`src/xbi_pkg.sv`:
```
// Package for the external bus unit: control field layout, reset values,
// address boundary and wait-state timing.
// Assumes a 16-bit data space and an 8-bit shared address/data bus.
package xbi_pkg;

    // ------------------------------------------------------------------
    // Control register A fields
    // ------------------------------------------------------------------
    localparam int CTLA_ON_BIT = 7;
    localparam int CTLA_LIMIT_LSB = 4;
    localparam int CTLA_UPPER_WS_LSB = 2;
    localparam int CTLA_LOWER_WS_LSB = 0;
    localparam logic [7:0] CTLA_RESET = 8'h00;

    // ------------------------------------------------------------------
    // Control register B fields
    // ------------------------------------------------------------------
    localparam int CTLB_KEEPER_BIT = 7;
    localparam int CTLB_MASK_LSB = 0;
    localparam logic [7:0] CTLB_RESET = 8'h00;

    // ------------------------------------------------------------------
    // Address map and timing
    // ------------------------------------------------------------------
    localparam logic [15:0] INTERNAL_TOP = 16'h21FF;
    localparam int BASE_EXTRA_CYCLES = 1;
    localparam logic [7:0] PORT_RESET = 8'h00;

    typedef enum logic [2:0] {
        XBI_IDLE,
        XBI_ADDR,
        XBI_DATA,
        XBI_WAIT,
        XBI_DONE
    } xbi_state_t;

endpackage

```
`src/external_bus_unit.sv`:
```
// External bus unit: maps data-space accesses beyond internal SRAM onto a
// multiplexed address/data bus with latch, read and write strobes.
// Assumes the CPU holds its request steady until accDone, and an external
// transparent latch on the shared pins.
module external_bus_unit
    import xbi_pkg::*;
#(
    parameter int ADDR_WIDTH = 16
) (
    input wire logic clock,
    input wire logic rst,
    input wire logic ctlAWrite,
    input wire logic ctlBWrite,
    input wire logic [7:0] ctlWData,
    output logic [7:0] ctlAReadback,
    output logic [7:0] ctlBReadback,
    input wire logic accReq,
    input wire logic accWrite,
    input wire logic [ADDR_WIDTH-1:0] accAddr,
    input wire logic [7:0] accWData,
    input wire logic nextIsData,
    output logic accExternal,
    output logic accDone,
    output logic accMiss,
    output logic [7:0] accRData,
    input wire logic [7:0] adPortOut,
    input wire logic [7:0] adPortDir,
    input wire logic [7:0] hiPortOut,
    input wire logic [7:0] hiPortDir,
    input wire logic [7:0] sharedAddrDataPinsIn,
    output logic [7:0] sharedAddrDataPinsOut,
    output logic [7:0] sharedAddrDataPinsOe,
    output logic [7:0] sharedAddrDataPullup,
    output logic [7:0] upperAddressPinsOut,
    output logic [7:0] upperAddressPinsOe,
    output logic latchStrobe,
    output logic readStrobe_n,
    output logic writeStrobe_n
);
    // Decode and pin logic serve a 16-bit data space only
    if (ADDR_WIDTH != 16) begin : gBadWidth
        $error("ADDR_WIDTH must be 16");
    end

    logic [7:0] ctlA, ctlB;
    logic busOn;
    logic keeperOn;

    // ------------------------------------------------------------------
    // Control registers
    // ------------------------------------------------------------------
    // two control registers
    xbi_ctl_regs u_regs (
        .clock(clock),
        .rst(rst),
        .ctlAWrite(ctlAWrite),
        .ctlBWrite(ctlBWrite),
        .ctlWData(ctlWData),
        .xbusControlA(ctlA),
        .xbusControlB(ctlB)
    );
    assign ctlAReadback = ctlA;
    assign ctlBReadback = ctlB;
    assign busOn = ctlA[CTLA_ON_BIT];
    assign keeperOn = ctlB[CTLB_KEEPER_BIT];

    // ------------------------------------------------------------------
    // Decode
    // ------------------------------------------------------------------
    // Limit 0 puts the whole space in the upper sector
    function automatic logic inUpper(input logic [15:0] a,
                                     input logic [2:0] lim);
        logic [3:0] top;
        top = {1'b0, lim} + 4'h1;
        return (lim == 3'h0) || (a[15:12] >= top);
    endfunction

    logic isExt;
    logic [1:0] wsSel;
    assign isExt = accAddr > INTERNAL_TOP;
    always_comb begin
        if (inUpper(accAddr, ctlA[CTLA_LIMIT_LSB +: 3]))
            wsSel = ctlA[CTLA_UPPER_WS_LSB +: 2];
        else
            wsSel = ctlA[CTLA_LOWER_WS_LSB +: 2];
    end
    assign accExternal = busOn && isExt;
    assign accMiss = accReq && isExt && !busOn;

    // ------------------------------------------------------------------
    // Access sequencer
    // ------------------------------------------------------------------
    xbi_state_t state_q, state_d;
    logic [1:0] wait_q, wait_d;
    logic [15:0] addr_q, addr_d;
    logic [7:0] wdat_q, wdat_d;
    logic [7:0] rdat_q, rdat_d;
    logic wr_q, wr_d;
    logic ext_q, ext_d;
    logic ale_q, ale_d;
    logic [7:0] keep_q, keep_d;

    always_comb begin
        state_d = state_q;
        wait_d = wait_q;
        addr_d = addr_q;
        wdat_d = wdat_q;
        rdat_d = rdat_q;
        wr_d = wr_q;
        ext_d = ext_q;
        ale_d = 1'b0;
        accDone = 1'b0;
        unique case (state_q)
            XBI_IDLE: begin
                // internal cycles still show address and latch
                if (accReq && busOn) begin
                    addr_d = accAddr;
                    wdat_d = accWData;
                    wr_d = accWrite;
                    ext_d = isExt;
                    wait_d = wsSel;
                    ale_d = 1'b1;
                    state_d = XBI_ADDR;
                end else if (accReq) begin
                    accDone = 1'b1;
                end
            end
            XBI_ADDR: begin
                // internal cycles skip the data phase
                state_d = ext_q ? XBI_DATA : XBI_DONE;
            end
            XBI_DATA: begin
                // one extra cycle; waits extend it
                if (wait_q != 2'h0) begin
                    wait_d = wait_q - 2'h1;
                    state_d = XBI_WAIT;
                end else begin
                    state_d = XBI_DONE;
                end
                if (!wr_q) rdat_d = sharedAddrDataPinsIn;
            end
            XBI_WAIT: begin
                if (wait_q != 2'h0) wait_d = wait_q - 2'h1;
                else state_d = XBI_DONE;
                if (!wr_q) rdat_d = sharedAddrDataPinsIn;
            end
            XBI_DONE: begin
                accDone = 1'b1;
                // trailing pulse only before a data access
                ale_d = nextIsData;
                state_d = XBI_IDLE;
            end
            default: state_d = XBI_IDLE;
        endcase
    end

    always_ff @(posedge clock) begin
        if (rst) begin
            state_q <= XBI_IDLE;
            wait_q <= 2'h0;
            addr_q <= 16'h0000;
            wdat_q <= 8'h00;
            rdat_q <= 8'h00;
            wr_q <= 1'b0;
            ext_q <= 1'b0;
            ale_q <= 1'b0;
            keep_q <= 8'h00;
        end else begin
            state_q <= state_d;
            wait_q <= wait_d;
            addr_q <= addr_d;
            wdat_q <= wdat_d;
            rdat_q <= rdat_d;
            wr_q <= wr_d;
            ext_q <= ext_d;
            ale_q <= ale_d;
            keep_q <= keep_d;
        end
    end
    assign accRData = rdat_q;

    // ------------------------------------------------------------------
    // Pins
    // ------------------------------------------------------------------
    logic dataPhase, addrPhase, strobeOn;
    assign addrPhase = (state_q == XBI_ADDR) || ale_q;
    assign dataPhase = (state_q == XBI_DATA) || (state_q == XBI_WAIT);
    assign latchStrobe = busOn && ale_q;
    // active-low, width set by waits; only for external
    assign strobeOn = busOn && ext_q && dataPhase;
    assign readStrobe_n = !(strobeOn && !wr_q);
    assign writeStrobe_n = !(strobeOn && wr_q);

    logic [7:0] busMask;
    logic driveAd;
    // upper pin count from mask field, 0 releases none
    always_comb begin
        unique case (ctlB[CTLB_MASK_LSB +: 3])
            3'h1: busMask = 8'h7F;
            3'h2: busMask = 8'h3F;
            3'h3: busMask = 8'h1F;
            3'h4: busMask = 8'h0F;
            3'h5: busMask = 8'h07;
            3'h6: busMask = 8'h03;
            3'h7: busMask = 8'h00;
            default: busMask = 8'hFF;
        endcase
    end

    // drive write data, release on read
    assign driveAd = addrPhase || (dataPhase && wr_q) || (state_q == XBI_DONE
        && wr_q);

    always_comb begin
        keep_d = keep_q;
        if (busOn && driveAd) keep_d = sharedAddrDataPinsOut;
        else if (busOn && !driveAd) keep_d = sharedAddrDataPinsIn;
    end

    // address then data on shared pins; override or revert
    always_comb begin
        if (busOn) begin
            // keeper drives only while no read is under way
            sharedAddrDataPinsOe =
                (driveAd || (keeperOn && readStrobe_n)) ? 8'hFF : 8'h00;
            if (addrPhase)
                sharedAddrDataPinsOut = addr_q[7:0];
            else if (driveAd)
                sharedAddrDataPinsOut = wdat_q;
            else
                sharedAddrDataPinsOut = keep_q;
            // pull-ups from port bits while released
            sharedAddrDataPullup = driveAd ? 8'h00 : adPortOut;
        end else begin
            sharedAddrDataPinsOe = adPortDir;
            sharedAddrDataPinsOut = adPortOut;
            sharedAddrDataPullup = adPortOut & ~adPortDir;
        end
        for (int i = 0; i < 8; i++) begin
            if (busOn && busMask[i]) begin
                upperAddressPinsOe[i] = 1'b1;
                upperAddressPinsOut[i] = addr_q[8+i];
            end else begin
                upperAddressPinsOe[i] = hiPortDir[i];
                upperAddressPinsOut[i] = hiPortOut[i];
            end
        end
    end
endmodule

```
`src/xbi_ctl_regs.sv`:
```
// Holds the two bus control registers, written by the CPU side.
// Assumes writes arrive as single-cycle strobes on the system clock.
module xbi_ctl_regs
    import xbi_pkg::*;
(
    input wire logic clock,
    input wire logic rst,
    input wire logic ctlAWrite,
    input wire logic ctlBWrite,
    input wire logic [7:0] ctlWData,
    output logic [7:0] xbusControlA,
    output logic [7:0] xbusControlB
);
    logic [7:0] ctlA_q, ctlA_d;
    logic [7:0] ctlB_q, ctlB_d;

    always_comb begin
        ctlA_d = ctlAWrite ? ctlWData : ctlA_q;
        ctlB_d = ctlBWrite ? ctlWData : ctlB_q;
    end

    always_ff @(posedge clock) begin
        if (rst) begin
            ctlA_q <= CTLA_RESET;
            ctlB_q <= CTLB_RESET;
        end else begin
            ctlA_q <= ctlA_d;
            ctlB_q <= ctlB_d;
        end
    end

    assign xbusControlA = ctlA_q;
    assign xbusControlB = ctlB_q;
endmodule

```
`config.mk`:
```
export PLATFORM = sky130hd
export DESIGN_NAME = external_bus_unit
export DESIGN_NICKNAME = d
export VERILOG_FILES = /design/src/xbi_pkg.sv /design/src/external_bus_unit.sv /design/src/xbi_ctl_regs.sv
export SDC_FILE = /design/constraint.sdc
export NUM_CORES = 1
export LEC_CHECK = 0
export BUFFER_PORTS_ARGS = -buffer_cell sky130_fd_sc_hd__buf_2
export CAP_MARGIN = 20
export CORE_MARGIN = 5
export CORE_UTILIZATION = 45
export CTS_BUF_LIST = sky130_fd_sc_hd__clkbuf_4 sky130_fd_sc_hd__clkbuf_8
export CTS_CLUSTER_SIZE = 25
export DETAILED_ROUTE_END_ITERATION = 6
export GPL_ROUTABILITY_DRIVEN = 0
export MAX_ROUTING_LAYER = met4
export PLACE_DENSITY = 0.77
export SLEW_MARGIN = 40
export SYNTH_ARGS = -nofsm -noshare
export SYNTH_HDL_FRONTEND = slang
export SYNTH_SLANG_ARGS = --single-unit
export TNS_END_PERCENT = 5
```
`constraint.sdc`:
```
create_clock -name clock -period 2.25 [get_ports clock]
set_input_delay 0.45 -clock clock [delete_from_list [all_inputs] [get_ports clock]]
set_output_delay 0.45 -clock clock [all_outputs]
set_load 0.05 [all_outputs]
```
# Word level (Yosys, flattened, before mapping)
# Index checks and enable logic that the tools add are counted.
[totals]
out_inout_bits = 70
elab_cells = 115
input_bits = 79
register_bits = 64
[op_classes]
muxes = 40
add_sub_neg = 2
n_lt_le_gt_ge = 2
n_eq_ne = 14
n_reduce_logical = 43
bitwise_logic = 3
[ops]
columns = ["op", "n"]
rows = [
  ["8-bit two-way mux", 9],
  ["8-bit one-hot mux with 7 select lines", 1],
  ["1-bit logical AND", 22],
  ["1-bit two-way mux", 19],
  ["16-bit by 14-bit greater-than comparator with 1-bit output (second input constant)", 1],
  ["3-bit equality test (second input constant)", 5],
  ["3-bit by 2-bit equality test with 1-bit output (second input constant)", 4],
  ["3-bit two-way mux", 4],
  ["3-bit one-hot mux with 4 select lines", 1],
  ["8-bit AND", 1],
  ["8-bit inverter", 1],
  ["3-bit by 1-bit equality test with 1-bit output (second input constant)", 2],
  ["3-bit logical NOT", 2],
  ["1-bit logical OR", 6],
  ["2-bit two-way mux", 3],
  ["2-bit AND reduction", 3],
  ["2-bit nonzero test", 3],
  ["1-bit logical NOT", 5],
  ["3-bit by 1-bit adder with 4-bit output (second input constant)", 1],
  ["4-bit greater-or-equal comparator", 1],
  ["2-bit != test (second input constant)", 2],
  ["1-bit one-hot mux with 2 select lines", 2],
  ["2-bit one-hot mux with 2 select lines", 1],
  ["3-bit AND reduction", 1],
  ["other kinds (4)", 4],
]

# Depth between registers and ports, before layout
[logic_depth]
ltp_word = 9
depth_mapped = 8
depth_no_buf = 8

# Modules after synthesis
# A second synthesis with hierarchy kept.
[unflattened]
cells_unflattened = 419
area_unflattened_um2 = 3423.3
[modules_own_cells]
columns = ["mod", "cells_each", "area_per_inst_um2", "n_inst", "seq_area_each_um2"]
rows = [
  ["external_bus_unit", 367, 2844.0, 1, 960.9],
  ["xbi_ctl_regs", 52, 579.3, 1, 320.3],
]

# Worst setup path before layout
# No wires, ideal clock.
[synth_path]
kind = "register -> output"
start = "reg u_regs.ctlA_q[7], in the netlist u_regs.xbusControlA[7]"
end = "out sharedAddrDataPinsOut[4]"
stages_incl_launch_ff = 4
path_buffers = 1
arrival_time_ps = 2354
t_required_ps = 1800
path_slack_ps = -554
cell_sequence = "dfxtp_1 > clkbuf_1 > nand2_1 > o21ai_0"
[synth_via]
elab_chain_len = 1
[synth_rtl]
columns = ["element", "line_no", "text"]
rows = [
  ["start: declaration", "xbi_ctl_regs.sv:14", "logic [7:0] ctlA_q, ctlA_d;"],
  ["start signal: assignment", "xbi_ctl_regs.sv:27", "ctlA_q <= ctlA_d;"],
  ["8-bit two-way mux", "external_bus_unit.sv:222", "if (busOn) begin"],
  ["end: declaration", "external_bus_unit.sv:31", "output logic [7:0] sharedAddrDataPinsOut,"],
]
# Every way passes these cells.

# Worst setup path after layout
[layout_path]
start = "reg state_q[2]"
end = "out sharedAddrDataPinsOut[6]"
[layout_via]
elab_chain_len = 8
word_cells_on_any_way = 13
[layout_rtl]
columns = ["element", "line_no", "text"]
rows = [
  ["start: declaration", "external_bus_unit.sv:93", "xbi_state_t state_q, state_d;"],
  ["start signal: assignment", "external_bus_unit.sv:169", "state_q <= state_d;"],
  ["3-bit by 2-bit equality test with 1-bit output", "external_bus_unit.sv:187", "assign dataPhase = (state_q == XBI_DATA) || (state_q == XBI_WAIT);"],
  ["1-bit logical OR", "external_bus_unit.sv:187", ""],
  ["1-bit logical AND", "external_bus_unit.sv:211", "assign driveAd = addrPhase || (dataPhase && wr_q) || (state_q == XBI_DONE"],
  ["1-bit logical OR (2 in series)", "external_bus_unit.sv:211", ""],
  ["8-bit two-way mux", "external_bus_unit.sv:228", "else if (driveAd)"],
  ["8-bit two-way mux (*)", "external_bus_unit.sv:226", "if (addrPhase)"],
  ["8-bit two-way mux (*)", "external_bus_unit.sv:222", ""],
]
# Mark *: on every way between the ends. The rest lies on a longest branch, timed or not.

==> qor.yml <==
synth_top_area_cell: "dfxtp_1"
num_rows: 31
cts_root_buf: "clkbuf_8"
grt_pass1_vias: 3762
yosys_warnings: 0
numCtsBuffers: 9
finalCriticalPeriod_ps: 2370
die_w_um: 96.7
drive_gt1_share_pct: 39.9
clkLatencyLatePin_ps: 340
relSlewSlack_pct: 64.0
required_ps: 1800
rsz0062_at_grt: "yes"
crit_type: "flop to primary output"
setup_tns_ps: -1820
start_util_pct: 46.4
rr_endpoint: "wait_q[0]$_SDFFE_PP0P_"
seqCellArea_sq_um: 1280
ys_types: 45
routed_via_density: 5.42
powerDensity_nw_per_um2: 630
synth_flop_cell: "dfxtp_1"
power_leakage_nw: 2.17
place_hpwl_um: 8140
antenna_found_initial: 0
slew_violations: 0
skew_ps: 10.6
placed_area_sq_um: 4250
maxCapViolations: 0
worst_slew_pin_slew_ps: 540
holdPathStages: 3
final-setup-viol-count: 24
startpoint_type: "flop"
hold_end: "addr_q[3]$_SDFFE_PP0P_"
finalHoldViolCount: 0
grt.total_usage_pct: 23.9
max_freq_ghz: 0.421
r2r_cells: 7
avgSynthCellArea_sq_um: 7.95
r2r_start: "u_regs.xbusControlA[4]$_SDFFE_PP0P_"
die-area_sq_um: 9350
worstHoldStart: "accAddr[3]"
synth_nets: 511
outcome: "complete, but fails checks"
ys_async_sr_fraction_pct: 0
synth-edff-count: 0
final_cell_mix: "buf_2, nand2_1, dfxtp_1"
num_vias: 3731
fill_cells: 607
layout.nets: 670
power_mw: 3.03
synth_top_area_share_pct: 37.9
synth_seq_cells: 64
clkTransAtPathRegs_ps: 70
synth_area_leaders: "dfxtp_1, nand2_1, a21oi_1"
cts_tree: "built"
cts_max_level: 3
synth_cells: 425
cp_max_fo: 6
die_h_um: 96.7
use_met3_pct: 5.40
drc: 0
grt_use_met2_pct: 38.2
netlist_area_sq_um: 3380
drtIter0Drc: 202
final_common_cell: "buf_2"
fin_ws_ps: -124
hp-class: "input port to flop"
min_period_over_period_pct: 106
post-route-util_pct: 66.0
failed_checks: "setup timing"
numPortBuffers: 148
regToRegSetupSlack_ps: 290
grt_max_degree: 27
clock_path_buffers: 2
synth.yosys.seq_area_share_pct: 37.9
drt_pass1_iterations: 5
critPathCaptureType: "primary output"
irDropWorstVdd_mv: 0.339
top_usage_layer: "met2"
arrival_ps: 1920
ioPinCount: 149
clkSinkCount: 64
design_area_sq_um: 4810
postCtsHoldBufs: 0
grt_overflow: 0
ant_nets: 0
core_area_sq_um: 7290
n_antenna_cell: 0
whs_ps: 349
grt_pass1_wl_um: 18100
multi_input_area_sq_um: 2030
wl_per_cell_um: 16.6
totalWireLength_um: 11400
syn_to_final_growth_pct: 42.3
use_met1_pct: 28.9
final cells by class:
type | count | share of cell area [%]
multi-input combinational | 321 | 42.1
sequential | 64 | 26.7
timing repair buffer | 175 | 23.3
clock buffer | 13 | 3.46
tap | 99 | 2.57
inverter | 13 | 1.01
clock inverter | 3 | 0.832
synth_stat cells (all sizes together), types with 2 or more instances:
cell      n
inv      13
nor3b     5
a211oi    4
nand2    82
a2bb2oi   3
mux2i    19
nand2b   14
a31oi     2
nand3    13
nor2     31
buf      17
and2      2
o21ai    24
and3      9
or2       5
o211ai    6
o2111ai   6
clkbuf   11
ha        7
a21oi    54
nor3      4
a22o      3
dfxtp    64
o311ai    3
mux2      8
o22ai     5
per-layer routing:
metal | routed length (um) | vias to the layer above | share of wire [%]
li1 | - | 1799 | -
met1 | 4720 | 1723 | 41
met2 | 5440 | 182 | 48
met3 | 951 | 27 | 8.3
met4 | 286 | 0 | 2.5
met5 | 0 | - | 0
worst max-delay path: stages, from the launching register on:
cell and delay (ps):
dfxtp_2 360, buf_6 120, nor3b_4 330, o21ai_4 110
buf_6 160, mux2i_1 130, o21ai_1 200, buf_6 190
per-stage QoR:
step                      std cells  worst slack, ps
after floorplan                 425             -372
after global placement          663             -123
after detailed placement        663            -65.0
after CTS                       687            -65.1
after global routing            688             -169
final                           688             -124
power breakdown:
part / internal, mW / switching [mW] / total [mW]
clock network: 0.594 / 0.429 / 1.02
registers: 1.18 / 0.0369 / 1.21
logic: 0.272 / 0.524 / 0.796
worst max path at each step:
stage	startpoint	endpoint	slack, ps	depth (start not counted)
6_report	state_q[2]$_SDFFE_PP0P_	sharedAddrDataPinsOut[6]	-120	7
5_1_grt	state_q[2]$_SDFFE_PP0P_	sharedAddrDataPullup[2]	-170	6
4_1_cts	state_q[1]$_SDFFE_PP0P_	sharedAddrDataPinsOut[6]	-70	8
3_5_place_dp	accAddr[9]	accMiss	-70	6
3_3_place_gp	state_q[0]$_SDFFE_PP0P_	sharedAddrDataPinsOut[4]	-120	5
2_1_floorplan	u_regs.xbusControlA[7]$_SDFFE_PP0P_	sharedAddrDataPinsOut[0]	-370	4
registers in the layout, summed over array words and instances (netlist names):
register	flops
state_q	3
wdat_q	8
wr_q	1
wait_q	2
ext_q	1
ale_q	1
keep_q	8
accRData	8
addr_q	16
u_regs.xbusControlA	8
u_regs.xbusControlB	8
logic make-up (layout without fill, tap and decap cells):
group                    after synthesis  after routing  share of synthesized area (%)
adder cells (fa/ha/maj)                7              7                           2.59
AND/OR/NAND/NOR                      171            171                           24.4
AO/OA/AOI/OAI                        114            115                           20.5
flip-flops                            64             64                           37.9
multiplexers                          27             27                           8.29
XOR/XNOR                               1              1                          0.259
buffers and inverters                 41            204                           6.14
timing repair:
action,4_1_cts,5_1_grt
resized for setup,62,19
setup buffers,6,1
endpoints found under the setup margin,26,30
pin swaps,11,4
hold endpoints to repair,0,0
cloned,2,0
Power figures use the tool's default switching activity.
